**src/wmct_pkg.sv**
```systemverilog
package wmct_pkg;
   localparam int unsigned CLK_HZ = 100_000_000;
   localparam int unsigned AC_NUM = 4;
   localparam int unsigned AC_W = 2;
   localparam int unsigned IFS_W = 12;
   localparam int unsigned BO_W = 10;
   localparam int unsigned TSF_W = 64;
   localparam int unsigned NAV_W = 16;
   localparam int unsigned SLEEP_W = 32;
   localparam int unsigned OFS_NUM = 2;
   localparam int unsigned US_NS = 1000;
   localparam int unsigned CLK_NS = 10;
   // Microsecond tick for TSF and NAV
   localparam int unsigned US_CYC = US_NS / CLK_NS;
   localparam logic [7:0] US_CNT_MAX = 8'(US_CYC - 1);
   localparam logic [TSF_W-1:0] TSF_ONE = 64'h1;
   localparam logic [NAV_W-1:0] NAV_ZERO = 16'h0;
   localparam logic [BO_W-1:0] BO_ZERO = 10'h0;
   localparam logic [IFS_W-1:0] IFS_ZERO = 12'h0;
   localparam logic [SLEEP_W-1:0] SLEEP_ZERO = 32'h0;
   // Winner policy codes
   localparam logic [1:0] POL_HIGH_FIRST = 2'h0;
   localparam logic [1:0] POL_LOW_FIRST = 2'h1;
   localparam logic [1:0] POL_ROUND_ROBIN = 2'h2;
   typedef enum logic [1:0] {WMCT_IFS_IDLE, WMCT_IFS_COUNT, WMCT_IFS_DONE} wmct_ifs_t;
   typedef enum logic [1:0] {WMCT_PWR_RUN, WMCT_PWR_SLEEP, WMCT_PWR_WAKE} wmct_pwr_t;
endpackage

```
**src/wmct_timing.sv**
```systemverilog
// Function
// Interframe-space timers start counting when the PHY reports the medium went idle.
// The interframe-space trigger tells the transmit engine when to send a response or burst frame.
// Each access category has its own back-off engine that decrements per idle slot or pauses.
// A back-off counter reaching zero notifies the transmit engine for that category.
// Simultaneous zero back-offs are resolved by a sequencer-programmed policy.
// In power save the MAC clock is stopped while a sequencer-loaded slow-clock timer runs.
// On sleep timer expiry the block returns the MAC to normal operation.
// After waking the sequencer advances the TSF by the slept time.
// The sequencer can load the TSF timer from a received timestamp.
// The block tracks the target beacon transmission time beside the TSF.
// Trigger pulses are raised when the TSF reaches programmed offsets.
// The sequencer updates the NAV timer from a received duration field.
// NAV state feeds the interframe-space unit as virtual carrier sense.
// Channel-access state is given to the sequencer and transmission starts on the trigger.
// The NAV counts down to zero and reports virtual busy while nonzero.
module wmct_timing
   import wmct_pkg::*;
(
   input wire logic clk_i,
   input wire logic rst_b_i,
   input wire logic slow_tick_i,
   input wire logic phy_busy_i,
   input wire logic slot_tick_i,
   input wire logic [IFS_W-1:0] ifs_len_i,
   input wire logic bo_load_i,
   input wire logic [AC_W-1:0] bo_ac_i,
   input wire logic [BO_W-1:0] bo_val_i,
   input wire logic [1:0] bo_policy_i,
   input wire logic tx_grant_i,
   input wire logic sleep_load_i,
   input wire logic [SLEEP_W-1:0] sleep_val_i,
   input wire logic tsf_load_i,
   input wire logic [TSF_W-1:0] tsf_val_i,
   input wire logic tbtt_load_i,
   input wire logic [TSF_W-1:0] tbtt_val_i,
   input wire logic ofs_load_i,
   input wire logic ofs_sel_i,
   input wire logic [TSF_W-1:0] ofs_val_i,
   input wire logic nav_load_i,
   input wire logic [NAV_W-1:0] nav_val_i,
   output logic ifs_trig_o,
   output logic medium_idle_o,
   output logic [AC_NUM-1:0] bo_zero_o,
   output logic tx_start_o,
   output logic [AC_W-1:0] tx_ac_o,
   output logic mac_clk_en_o,
   output logic sleep_active_o,
   output logic wake_o,
   output logic [TSF_W-1:0] tsf_o,
   output logic tbtt_o,
   output logic [OFS_NUM-1:0] ofs_trig_o,
   output logic nav_busy_o,
   output logic [NAV_W-1:0] nav_o
);
   logic [7:0] us_cnt, next_us_cnt;
   logic us_tick;
   wmct_ifs_t ifs_st, next_ifs_st;
   logic [IFS_W-1:0] ifs_cnt, next_ifs_cnt;
   logic [BO_W-1:0] bo_cnt [AC_NUM];
   logic [BO_W-1:0] next_bo_cnt [AC_NUM];
   logic [AC_NUM-1:0] bo_armed, next_bo_armed;
   logic [AC_W-1:0] rr_last, next_rr_last;
   logic [AC_W-1:0] next_tx_ac;
   logic next_tx_start;
   logic [AC_NUM-1:0] next_bo_zero;
   wmct_pwr_t pwr_st, next_pwr_st;
   logic [SLEEP_W-1:0] sleep_cnt, next_sleep_cnt;
   logic [TSF_W-1:0] tsf, next_tsf;
   logic [TSF_W-1:0] tbtt, next_tbtt;
   logic [TSF_W-1:0] ofs [OFS_NUM];
   logic [TSF_W-1:0] next_ofs [OFS_NUM];
   logic [OFS_NUM-1:0] next_ofs_trig;
   logic next_tbtt_o;
   logic [NAV_W-1:0] nav, next_nav;
   logic idle_all;

   function automatic logic [AC_W-1:0] wmct_pick(input logic [AC_NUM-1:0] req,
         input logic [1:0] pol, input logic [AC_W-1:0] last);
      logic [AC_W-1:0] w;
      logic [AC_W-1:0] idx;
      w = '0;
      if (pol == POL_LOW_FIRST) begin
         for (int i = AC_NUM - 1; i >= 0; i--) begin
            if (req[i]) w = AC_W'(i);
         end
      end else if (pol == POL_ROUND_ROBIN) begin
         for (int i = AC_NUM; i >= 1; i--) begin
            idx = AC_W'(int'(last) + i);
            if (req[idx]) w = idx;
         end
      end else begin
         for (int i = 0; i < AC_NUM; i++) begin
            if (req[i]) w = AC_W'(i);
         end
      end
      return w;
   endfunction

   assign us_tick = (us_cnt == US_CNT_MAX);
   assign idle_all = !phy_busy_i && (nav == NAV_ZERO);
   assign medium_idle_o = (ifs_st == WMCT_IFS_DONE);
   assign nav_busy_o = (nav != NAV_ZERO);
   assign nav_o = nav;
   assign tsf_o = tsf;
   assign mac_clk_en_o = (pwr_st != WMCT_PWR_SLEEP);
   assign sleep_active_o = (pwr_st == WMCT_PWR_SLEEP);

   always_comb begin
      next_us_cnt = us_tick ? 8'h0 : us_cnt + 8'h1;
      next_ifs_st = ifs_st;
      next_ifs_cnt = ifs_cnt;
      case (ifs_st)
         WMCT_IFS_IDLE: begin
            if (idle_all) begin
               next_ifs_st = WMCT_IFS_COUNT;
               next_ifs_cnt = ifs_len_i;
            end
         end
         WMCT_IFS_COUNT: begin
            if (!idle_all) begin
               next_ifs_st = WMCT_IFS_IDLE;
            end else if (ifs_cnt == IFS_ZERO) begin
               next_ifs_st = WMCT_IFS_DONE;
            end else begin
               next_ifs_cnt = ifs_cnt - 12'h1;
            end
         end
         WMCT_IFS_DONE: begin
            if (!idle_all) next_ifs_st = WMCT_IFS_IDLE;
         end
         default: next_ifs_st = WMCT_IFS_IDLE;
      endcase
   end

   always_comb begin
      next_bo_armed = bo_armed;
      next_rr_last = rr_last;
      next_tx_start = 1'b0;
      next_tx_ac = tx_ac_o;
      for (int a = 0; a < AC_NUM; a++) begin
         next_bo_cnt[a] = bo_cnt[a];
         next_bo_zero[a] = bo_armed[a] && (bo_cnt[a] == BO_ZERO) && medium_idle_o;
         if (bo_armed[a] && medium_idle_o && slot_tick_i && bo_cnt[a] != BO_ZERO) begin
            next_bo_cnt[a] = bo_cnt[a] - 10'h1;
         end
      end
      if (|next_bo_zero && !tx_start_o) begin
         next_tx_start = 1'b1;
         next_tx_ac = wmct_pick(next_bo_zero, bo_policy_i, rr_last);
         next_rr_last = next_tx_ac;
      end
      if (tx_grant_i) next_bo_armed[tx_ac_o] = 1'b0;
      if (bo_load_i) begin
         next_bo_cnt[bo_ac_i] = bo_val_i;
         next_bo_armed[bo_ac_i] = 1'b1;
      end
   end

   always_comb begin
      next_pwr_st = pwr_st;
      next_sleep_cnt = sleep_cnt;
      case (pwr_st)
         WMCT_PWR_RUN: begin
            if (sleep_load_i && sleep_val_i != SLEEP_ZERO) begin
               next_pwr_st = WMCT_PWR_SLEEP;
               next_sleep_cnt = sleep_val_i;
            end
         end
         WMCT_PWR_SLEEP: begin
            if (slow_tick_i) begin
               if (sleep_cnt == 32'h1) next_pwr_st = WMCT_PWR_WAKE;
               next_sleep_cnt = sleep_cnt - 32'h1;
            end
         end
         WMCT_PWR_WAKE: next_pwr_st = WMCT_PWR_RUN;
         default: next_pwr_st = WMCT_PWR_RUN;
      endcase
   end

   always_comb begin
      next_tsf = tsf;
      if (tsf_load_i) begin
         next_tsf = tsf_val_i;
      end else if (us_tick && pwr_st != WMCT_PWR_SLEEP) begin
         next_tsf = tsf + TSF_ONE;
      end
      next_tbtt = tbtt_load_i ? tbtt_val_i : tbtt;
      next_tbtt_o = (tsf == tbtt) && us_tick;
      for (int k = 0; k < OFS_NUM; k++) begin
         next_ofs[k] = ofs[k];
         next_ofs_trig[k] = (tsf == ofs[k]) && us_tick;
      end
      if (ofs_load_i) next_ofs[ofs_sel_i] = ofs_val_i;
      next_nav = nav;
      if (nav_load_i && nav_val_i > nav) begin
         next_nav = nav_val_i;
      end else if (us_tick && nav != NAV_ZERO) begin
         next_nav = nav - 16'h1;
      end
   end

   always_ff @(posedge clk_i or negedge rst_b_i) begin
      if (!rst_b_i) begin
         us_cnt <= 8'h0;
         ifs_st <= WMCT_IFS_IDLE;
         ifs_cnt <= IFS_ZERO;
         bo_armed <= '0;
         rr_last <= '0;
         tx_start_o <= 1'b0;
         tx_ac_o <= '0;
         bo_zero_o <= '0;
         pwr_st <= WMCT_PWR_RUN;
         sleep_cnt <= SLEEP_ZERO;
         tsf <= '0;
         tbtt <= '0;
         tbtt_o <= 1'b0;
         ofs_trig_o <= '0;
         nav <= NAV_ZERO;
         for (int a = 0; a < AC_NUM; a++) bo_cnt[a] <= BO_ZERO;
         for (int k = 0; k < OFS_NUM; k++) ofs[k] <= '0;
      end else begin
         us_cnt <= next_us_cnt;
         ifs_st <= next_ifs_st;
         ifs_cnt <= next_ifs_cnt;
         bo_armed <= next_bo_armed;
         rr_last <= next_rr_last;
         tx_start_o <= next_tx_start;
         tx_ac_o <= next_tx_ac;
         bo_zero_o <= next_bo_zero;
         pwr_st <= next_pwr_st;
         sleep_cnt <= next_sleep_cnt;
         tsf <= next_tsf;
         tbtt <= next_tbtt;
         tbtt_o <= next_tbtt_o;
         ofs_trig_o <= next_ofs_trig;
         nav <= next_nav;
         bo_cnt <= next_bo_cnt;
         ofs <= next_ofs;
      end
   end

   assign ifs_trig_o = (ifs_st == WMCT_IFS_COUNT) && idle_all && (ifs_cnt == IFS_ZERO);
   assign wake_o = (pwr_st == WMCT_PWR_WAKE);

   chk_ifs_starts: assert property (@(posedge clk_i) disable iff (!rst_b_i)
      (ifs_st == WMCT_IFS_IDLE && !phy_busy_i && nav == NAV_ZERO) |=> ifs_st == WMCT_IFS_COUNT)
      else $error("ifs timer did not start on idle medium");
   chk_ifs_trig: assert property (@(posedge clk_i) disable iff (!rst_b_i)
      ifs_trig_o |=> medium_idle_o)
      else $error("ifs trigger not followed by idle state");
   chk_bo_pause: assert property (@(posedge clk_i) disable iff (!rst_b_i)
      (!medium_idle_o && !bo_load_i) |=> bo_cnt[0] == $past(bo_cnt[0]))
      else $error("backoff decremented while medium busy");
   chk_bo_notify: assert property (@(posedge clk_i) disable iff (!rst_b_i)
      (bo_armed[0] && bo_cnt[0] == BO_ZERO && medium_idle_o && !tx_start_o) |=> tx_start_o)
      else $error("zero backoff did not notify transmit engine");
   chk_winner_ok: assert property (@(posedge clk_i) disable iff (!rst_b_i)
      tx_start_o |-> bo_zero_o[tx_ac_o] && ($past(bo_policy_i) != POL_LOW_FIRST ||
         (bo_zero_o & ((4'h1 << tx_ac_o) - 4'h1)) == 4'h0))
      else $error("winner is not a zero backoff category");
   chk_sleep_gate: assert property (@(posedge clk_i) disable iff (!rst_b_i)
      (pwr_st == WMCT_PWR_RUN && sleep_load_i && sleep_val_i != SLEEP_ZERO) |=> !mac_clk_en_o)
      else $error("mac clock not stopped on sleep");
   chk_wake_up: assert property (@(posedge clk_i) disable iff (!rst_b_i)
      wake_o |=> mac_clk_en_o && pwr_st == WMCT_PWR_RUN)
      else $error("mac not restored after wake");
   chk_tsf_load: assert property (@(posedge clk_i) disable iff (!rst_b_i)
      tsf_load_i |=> tsf_o == $past(tsf_val_i))
      else $error("tsf load lost");
   chk_nav_busy: assert property (@(posedge clk_i) disable iff (!rst_b_i)
      (nav_load_i && nav_val_i != NAV_ZERO) |=> nav_busy_o ##1 !medium_idle_o)
      else $error("nav not reported busy");
endmodule

```
**config.mk**
```make
export PLATFORM = sky130hd
export DESIGN_NAME = wmct_timing
export DESIGN_NICKNAME = d
export VERILOG_FILES = /design/src/wmct_pkg.sv /design/src/wmct_timing.sv
export SDC_FILE = /design/constraint.sdc
export NUM_CORES = 1
export LEC_CHECK = 0
export BUFFER_PORTS_ARGS = -buffer_cell sky130_fd_sc_hd__buf_4
export CAP_MARGIN = 10
export CORE_ASPECT_RATIO = 1.2
export CORE_MARGIN = 5
export CORE_UTILIZATION = 50
export CTS_BUF_LIST = sky130_fd_sc_hd__clkbuf_8
export DETAILED_ROUTE_END_ITERATION = 10
export PLACE_DENSITY = 0.82
export SLEW_MARGIN = 20
export SYNTH_ARGS = -nofsm -noshare
export SYNTH_HDL_FRONTEND = slang
export SYNTH_SLANG_ARGS = --single-unit
```
**constraint.sdc**
```tcl
create_clock -name clk_i -period 2.8 [get_ports clk_i]
set_clock_uncertainty 0.05 [all_clocks]
set_input_delay 0.56 -clock clk_i [delete_from_list [all_inputs] [get_ports clk_i]]
set_output_delay 0.56 -clock clk_i [all_outputs]
set_load 0.005 [all_outputs]
```
# Word-level counts from Yosys, hierarchy flattened
# Index checks and enable logic that the tools add are counted.
[totals] wordCells=191 latchBits=0 reg_bits=382 memories=0 in_bits=279 rom_bits=0 mem_bits_rw=0 output_inout_bits=96
[op_classes] multipliers=0 n_eq_ne=20 n_reduce_logical=60 order_cmp=13 muxes=60 div=0 bitwise_logic=5 addsub=13 shift=0
[op_table] op="== test 64 bit" n=3
[op_table] op="2-to-1 mux 64 bit" n=3
[op_table] op="bitwise mux 128 bit" n=1
[op_table] op="adder 64 x 1 -> 64 bit (second input constant)" n=1
[op_table] op="demux 64 bit (select 1 bit)" n=1
[op_table] op="2-to-1 mux 32 bit" n=2
[op_table] op="one-hot mux 32 bit (2 select lines)" n=1
[op_table] op="2-to-1 mux 10 bit" n=5
[op_table] op="bitwise mux 40 bit" n=1
[op_table] op="zero test 10 bit" n=4
[op_table] op="2-to-1 mux 40 bit" n=1
[op_table] op="nonzero test 10 bit" n=4
[op_table] op="subtractor 10 x 1 -> 10 bit (second input constant)" n=4
[op_table] op="2-to-1 mux 2 bit" n=19
[op_table] op="2-to-1 mux 12 bit" n=3
[op_table] op="logical AND 1 bit" n=35
[op_table] op="== test 32 x 1 -> 1 bit (second input constant)" n=1
[op_table] op="2-to-1 mux 16 bit" n=2
[op_table] op="nonzero test 32 bit" n=1
[op_table] op="subtractor 32 x 1 -> 32 bit (second input constant)" n=1
[op_table] op="one-hot mux 12 bit (2 select lines)" n=1
[op_table] op="demux 10 bit (select 2 bit)" n=1
[op_table] op="< comparator 2 x 3 -> 1 bit (second input constant)" n=6
[op_table] op="greater-than comparator 16 bit" n=1
[op_table] op="other kinds (37)" n=69

# Depth between registers and ports, before layout
# Gate-level depths: netlist of the first run.
[logic_depth] depth_word=11 ltp_mapped=11 ltp_nobuf=11

# Worst setup path after synthesis of the first run
# No wires, ideal clock.
[synth_path] path_type="flip-flop to output port" start="register nav[7] (netlist: nav_o[7])" end="output ifs_trig_o" path_buffers=0 arrival_ps=2409 t_required_ps=2190 slack_ps=-219 stages_incl_launch_ff=6 cell_sequence="dfrtp_1 > or4_4 > or4_4 > or4_4 > or3_4 > nor2_1"
[synth_via] elab_chain_cells=4
[synth_rtl] item="from (decl)" line="wmct_timing.sv:75" text="logic [NAV_W-1:0] nav, next_nav;"
[synth_rtl] item="from (signal assigned)" line="wmct_timing.sv:237" text="nav <= next_nav;"
[synth_rtl] item="zero test 16 bit" line="wmct_timing.sv:101" text="assign idle_all = !phy_busy_i && (nav == NAV_ZERO);"
[synth_rtl] item="logical AND 1 bit" line="wmct_timing.sv:101"
[synth_rtl] item="logical AND 1 bit (2 in a row)" line="wmct_timing.sv:243" text="assign ifs_trig_o = (ifs_st == WMCT_IFS_COUNT) && idle_all && (ifs_cnt == IFS_ZERO);"
[synth_rtl] item="to (decl)" line="wmct_timing.sv:42" text="output logic ifs_trig_o,"
# Every way passes these cells.

# Worst setup path in the final report of the first run
[layout_path] start="register nav[10] (netlist: nav_o[10])" end="output ifs_trig_o"
# Same word-level chain as after synthesis.

==> impl_metrics.yaml, run 1 <==
worst_setup_path:
  path_delay_family: "simple AND/OR/NAND/NOR gates"
  r2r_end: "ifs_cnt[7]$_DFFE_PN0P_"
  slowest_delay_ns: 0.54
  crit_arrival_ns: 3.12
  cp_cell_sequence: "or4_4 -> or4_4 -> or4_4 -> or3_4 -> nor2_2 -> buf_4"
  critPathRequiredTime_ns: 2.19
  path_max_fanout: 2
  worstReg2RegStart: "nav_o[10]$_DFFE_PN0P_"
  path_common_cell: "or4_4"
  cp_num_buf_inv: 1
  regToRegSetupSlack_ns: -0.34
  critPathLaunchType: "flop"
  path_class: "reg2out"
  ff2ff_path_depth: 10
  slowest_stage: "or4_4"
  end_kind: "primary output"
detailed_routing:
  drc_errors: 0
  wl_per_cell_um: 22.70
  vias_per_cell: 5.812
  vias: 18001
  wl_um: 70310
  drt-initial-drc-count: 1221
  dr.pass1.iters: 5
  antenna_left: 0
grt:
  grt_max_degree: 71
  overflow: 0
  grt_usage_pct: 29.90
  antenna_found_initial: 22
  grt_pass1_wl_um: 105700
  grt_pass1_vias: 18600
cts:
  clk_latency_ns: 0.68
  cts.reportedPaths.clkPinSlew_ns: 0.07
  cts_tree: "built"
  clock_path_buffers: 3
  clockRootBuffer: "clkbuf_8"
  numCtsBuffers: 61
  clock-sinks: 382
  htree_levels: 2
layout:
  layout-drive-gt1-share_pct: 35.47
  fin_cells: 3097
  multi_input_area_um2: 10590
  fillerInstances: 3147
  synthToLayoutAreaGrowth_pct: 28.91
  regArea_um2: 9559
  final_design_area_no_fill_um2: 26580
  final_nets: 2808
worst_hold_path:
  whs_endpoint: "tsf_o[56]$_DFFE_PN0P_"
  hold_depth: 3
  min-delay-path-class: "in2reg"
  hold_path.startpoint: "tsf_val_i[56]"
floorplan:
  fp-row-count: 81
  ios: 375
  die-area_um2: 45410
  fp.dieH_um: 232.4
  die_w_um: 195.4
  core_area_um2: 40740
  initial_core_util_pct: 50.61
synthesis:
  synth_area_um2: 20620
  synth_commonest_cells: "dfrtp_1, mux2_2, xor2_1, nand2_1, o21ai_0"
  yosysSeqAreaShare_pct: 46.36
  synth_seq_cells: 382
  synth.area.top_cells: "dfrtp_1, mux2_2, xor2_1, xnor2_1, o21ai_0"
  synth.most_common_cell: "dfrtp_1"
  yosys.area.top_type: "dfrtp_1"
  synth_nets: 2345
  syn_inst: 2031
  ys_types: 65
  synth.top_cell.area_share_pct: 46.36
  synth_edf_count: 0
  postSynthAreaPerCell_um2: 10.15
  synth_top_flop_cell: "dfrtp_1"
  yosysWarnings: 0
  synthArstFlopShare_pct: 100.0
sta:
  hold_viol: 0
  fin_crit_sh_pct: 133.3
  finalSetupTns_ns: -6.636
  hold_ws_ns: 0.03470
  slew_viol_final: 0
  clock.fmax_mhz: 267.8
  min_period_ns: 3.734
  relSlewSlack_pct: 50.85
  setup_violations: 29
  worst_pin_slew_ns: 0.7372
  rsz0062_at_grt: "true"
  layout_setup_ws_ns: -0.9335
power:
  power_density_nw_per_um2: 601.6
  vdd_ir_drop_max_v: 0.0004113
  p_leak_nw: 11.77
placement:
  dp_hpwl_um: 52950
  post_dp_cell_area_um2: 24740
  dp_cells: 2940
  place.gp.congestion: 0.9160
  io_buffers: 374
status:
  violations: "setup timing"
  status: "finished with violations"
run:
  cap_viol_max_count: 0
==> how the worst max path moves through the flow <==
stage	cells past startpoint	to	start
3_3_place_gp	6	ifs_trig_o	nav_o[10]$_DFFE_PN0P_
3_5_place_dp	6	ifs_trig_o	nav_o[10]$_DFFE_PN0P_
2_1_floorplan	5	ifs_trig_o	nav_o[10]$_DFFE_PN0P_
6_report	6	ifs_trig_o	nav_o[10]$_DFFE_PN0P_
4_1_cts	6	ifs_trig_o	nav_o[10]$_DFFE_PN0P_
5_1_grt	6	ifs_trig_o	nav_o[10]$_DFFE_PN0P_
==> power breakdown <==
group / internal [mW] / switching [mW] / total [mW]
Clock: 2.63 / 2.37 / 5.00
Combinational: 2.04 / 2.01 / 4.05
Sequential: 6.26 / 0.682 / 6.94
==> area by class of cell <==
type | count | area share, %
timing repair inverter | 2 | 0.06591
multi-input combinational | 1457 | 39.85
clock inverter | 40 | 1.022
sequential | 382 | 35.97
antenna | 15 | 0.1412
inverter | 56 | 0.8568
tap | 539 | 2.538
timing repair buffer | 534 | 15.83
clock buffer | 72 | 3.729
==> metrics by stage <==
step           setup WS (ns)  power, mW  utilization (%)
2_1_floorplan        -0.1064      9.008                -
3_3_place_gp         -0.2797      10.76            60.71
3_5_place_dp         -0.2726      10.93            60.71
4_1_cts              -0.9784      15.99            64.45
5_1_grt               -1.035      16.76            65.20
6_report             -0.9335      15.99            65.23
==> cell usage in the layout, fill, tap and decap left out, drive strengths merged, types with 5 or more instances in the layout <==
cell type	n
nor4	76
clkinv	16
ha	35
nand4	45
o21a	6
or4	13
and3	16
nand2	168
or3	8
buf	528
xnor2	126
diode	15
and4	10
a31oi	7
o21ai	142
dlygate4sd3	6
o22a	5
inv	78
a21oi	74
nor2	108
a21o	8
mux2	212
o22ai	7
nor2b	6
nor3	53
dfrtp	382
a211oi	5
nand2b	14
xor2	181
a22oi	12
nand3	64
clkbuf	72
nand3b	6
==> sequential cells by signal (all words and copies together) (netlist names) <==
signal      cells
bo_armed        4
bo_cnt         40
bo_zero_o       4
ifs_cnt        12
ifs_st          2
nav_o          16
ofs           128
ofs_trig_o      2
pwr_st          2
rr_last         2
sleep_cnt      32
tbtt           64
tbtt_o          1
tsf_o          64
tx_start_o      1
us_cnt          8
==> repair_timing <==
| action | 4_1_cts | 5_1_grt |
|---|---|---|
| cloned | 1 | 1 |
| resized for setup | 23 | 51 |
| endpoints found under the hold margin | 58 | 0 |
| endpoints found under the setup margin | 23 | 53 |
| pin swaps | 5 | 16 |
| hold buffers | 6 | 0 |
| setup buffers | 13 | 9 |
==> cells by family after synthesis <==
kind of cell,count (synthesis),synth area share (%)
AO/OA/AOI/OAI,289,8.017
buffers and inverters,192,3.629
adder cells (fa/ha/maj),35,2.124
flip-flops,382,46.36
AND/OR/NAND/NOR,610,15.05
XOR/XNOR,307,13.04
multiplexers,216,11.77
==> worst min-delay path, stage by stage <==
cell	delay, ns
buf_4	0.08
nand2_1	0.04
o21ai_0	0.05
==> per-layer routing <==
metal / part of all wire [%] / track usage [%] / vias up
met5: 0.14 / 0 / -
met2: 48 / 49.10 / 856
met3: 9.2 / 8.487 / 215
li1: - / - / 8037
met4: 5.0 / 14.25 / 14
met1: 38 / 36.49 / 8879
(Power assumes the default switching activity.)
==> run 2, diff against run 1 <==
--- a/config.mk
+++ b/config.mk
@@ -8,7 +8,6 @@
 export BUFFER_PORTS_ARGS = -buffer_cell sky130_fd_sc_hd__buf_4
 export CAP_MARGIN = 10
 export CORE_ASPECT_RATIO = 1.2
-export CORE_MARGIN = 5
 export CORE_UTILIZATION = 50
 export CTS_BUF_LIST = sky130_fd_sc_hd__clkbuf_8
 export DETAILED_ROUTE_END_ITERATION = 10
==> run 2 against run 1 <==
  * Critical endpoint unchanged
  * Register-to-register slack got worse by 0.09 ns
  * Largest cell class unchanged
  * Sequential power barely moved
  * The flow still finishes with violations (setup timing)
  * Global-route usage rose by 1.5 points
  * Combinational power fell by 1%
  * Utilization fell by 0.43 points
  * Count of clock-buffer cells in the layout rose by 7
  * Largest power group unchanged
  * Critical path depth did not move
==> impl_metrics.yaml, run 2 (same netlist as run 1, synthesis figures left out) <==
sta:
  clock.fmax_mhz: 264.2
  slew_viol_final: 0
  setup_violations: 25
  layout_setup_ws_ns: -0.9853
  hold_viol: 0
  worst_pin_slew_ns: 0.7483
  min_period_ns: 3.785
  rsz0062_at_grt: "true"
  fin_crit_sh_pct: 135.2
  relSlewSlack_pct: 49.73
power:
  power_switching_mw: 5.019
  power_density_nw_per_um2: 606.0
  netSwitchingFraction_pct: 31.37
  p_leak_nw: 11.69
  power.internal_mw: 10.98
  seqPwrFrac_pct: 43.4
  vdd_ir_drop_max_v: 0.0004414
  clock_power_share_pct: 31.7
  combPwrFrac_pct: 24.9
placement:
  dp_hpwl_um: 50930
  io_buffers: 374
  place_ws_ns: -0.2751
  place.gp.congestion: 0.9151
  post_dp_cell_area_um2: 24710
worst_setup_path:
  critPathRequiredTime_ns: 2.19
  end_kind: "primary output"
  r2r_end: "ifs_cnt[1]$_DFFE_PN0P_"
  path_class: "reg2out"
  crit_arrival_ns: 3.18
  ff2ff_path_depth: 10
  worstReg2RegStart: "nav_o[10]$_DFFE_PN0P_"
  path_max_fanout: 2
  critPathLaunchType: "flop"
  regToRegSetupSlack_ns: -0.43
grt:
  overflow: 0
  met1_usage_pct: 37.26
  grt_pass1_vias: 18039
  top_usage_layer: "met2"
  grt_usage_pct: 31.42
  antenna_found_initial: 16
  grt_use_met2_pct: 52.28
  grt_max_degree: 67
  grt_use_met3_pct: 7.817
  grt_pass1_wl_um: 101400
layout:
  final_design_area_no_fill_um2: 26400
  layout-drive-gt1-share_pct: 34.86
  fin_util_pct: 64.81
  layout_common_cells: "buf_4, dfrtp_1, mux2_2, xor2_1, nand2_1"
  fillerInstances: 3203
  largest_reg_flops: 128
  multi_input_area_um2: 10530
  regArea_um2: 9559
  largest_register: "ofs"
  synthToLayoutAreaGrowth_pct: 28.06
  final_common_cell: "buf_4"
  final_nets: 2791
floorplan:
  die_w_um: 187.4
  fp-row-count: 81
  initial_core_util_pct: 50.61
  fp.dieH_um: 224.4
  ios: 375
  core_area_um2: 40740
  die-area_um2: 42050
detailed_routing:
  drt-initial-drc-count: 1184
  wl_per_cell_um: 21.80
  dr.pass1.iters: 5
  antenna_left: 0
  wl_um: 67050
  vias_per_cell: 5.751
  vias: 17690
  drc_errors: 0
worst_hold_path:
  min-delay-path-class: "in2reg"
  whs_endpoint: "tsf_o[60]$_DFFE_PN0P_"
  hold_depth: 3
  hold_path.startpoint: "tsf_val_i[60]"
cts:
  htree_levels: 2
  numCtsBuffers: 60
  clk_latency_ns: 0.69
  clock-sinks: 382
  cts_tree: "built"
  clockRootBuffer: "clkbuf_8"
  clock_path_buffers: 3
  cts.reportedPaths.clkPinSlew_ns: 0.07
status:
  violations: "setup timing"
  status: "finished with violations"
run:
  cap_viol_max_count: 0
==> run 2: through the flow <==
step           instances  setup TNS (ns)  hold WS (ns)  total power, mW
6_report            3076          -7.375       0.03372            16.00
5_1_grt             3072          -9.307       0.03593            16.68
4_1_cts             3054          -5.438      0.002100            15.98
3_5_place_dp        2936          -2.865        0.3993            10.89
3_3_place_gp        2936          -2.102        0.3963            10.69
2_1_floorplan       2031         -0.1385        0.2144            9.008
==> run 2: cell type report <==
type | instances | share of cell area [%]
Clock inverter | 33 | 0.7914
Clock buffer | 79 | 4.118
Timing Repair inverter | 2 | 0.06634
Sequential cell | 382 | 36.21
Tap cell | 539 | 2.554
Antenna cell | 10 | 0.09478
Multi-Input combinational cell | 1457 | 39.88
Timing Repair Buffer | 518 | 15.44
Inverter | 56 | 0.8483
==> run 2: layer usage <==
layer / vias up / share of wire (%)
met3: 207 / 7.9
li1: 8003 / -
met2: 785 / 48
met1: 8679 / 38
met4: 16 / 5.7
met5: - / 0.16
==> run 2: worst max-delay path by stage <==
stage                                     start    endpoint  slack, ns  cells after the start
final                     nav_o[10]$_DFFE_PN0P_  ifs_trig_o      -0.99                      6
after global routing      nav_o[10]$_DFFE_PN0P_  ifs_trig_o      -1.03                      6
after CTS                 nav_o[10]$_DFFE_PN0P_  ifs_trig_o       -1.0                      6
after detailed placement  nav_o[10]$_DFFE_PN0P_  ifs_trig_o      -0.28                      6
after global placement    nav_o[10]$_DFFE_PN0P_  ifs_trig_o      -0.24                      6
after floorplan           nav_o[10]$_DFFE_PN0P_  ifs_trig_o      -0.11                      5
==> run 2: timing repair <==
action                                  4_1_cts  5_1_grt
hold buffers                                  2        0
pin swaps                                     3       11
gates cloned                                  2        0
setup buffers                                 2       12
endpoints found under the setup margin       29       40
resized for setup                            21       33
hold endpoints to repair                     58        0
==> run 2: power by group through the flow <==
stage               registers (mW)  clock network [mW]  logic [mW]
finish                        6.94                5.07        3.99
global route                  7.03                5.36        4.29
CTS                           6.92                5.14        3.92
detailed placement            7.01                   0        3.88
global placement              6.95                   0        3.74
floorplan                     6.86                   0        2.15
==> run 2: worst max-delay path, cell delays in order, from the launching register on <==
cell and delay, ns:
dfrtp_1 0.38, or4_4 0.54, or4_4 0.44, or4_4 0.50, or3_4 0.40, nor2_2 0.13
buf_4 0.13
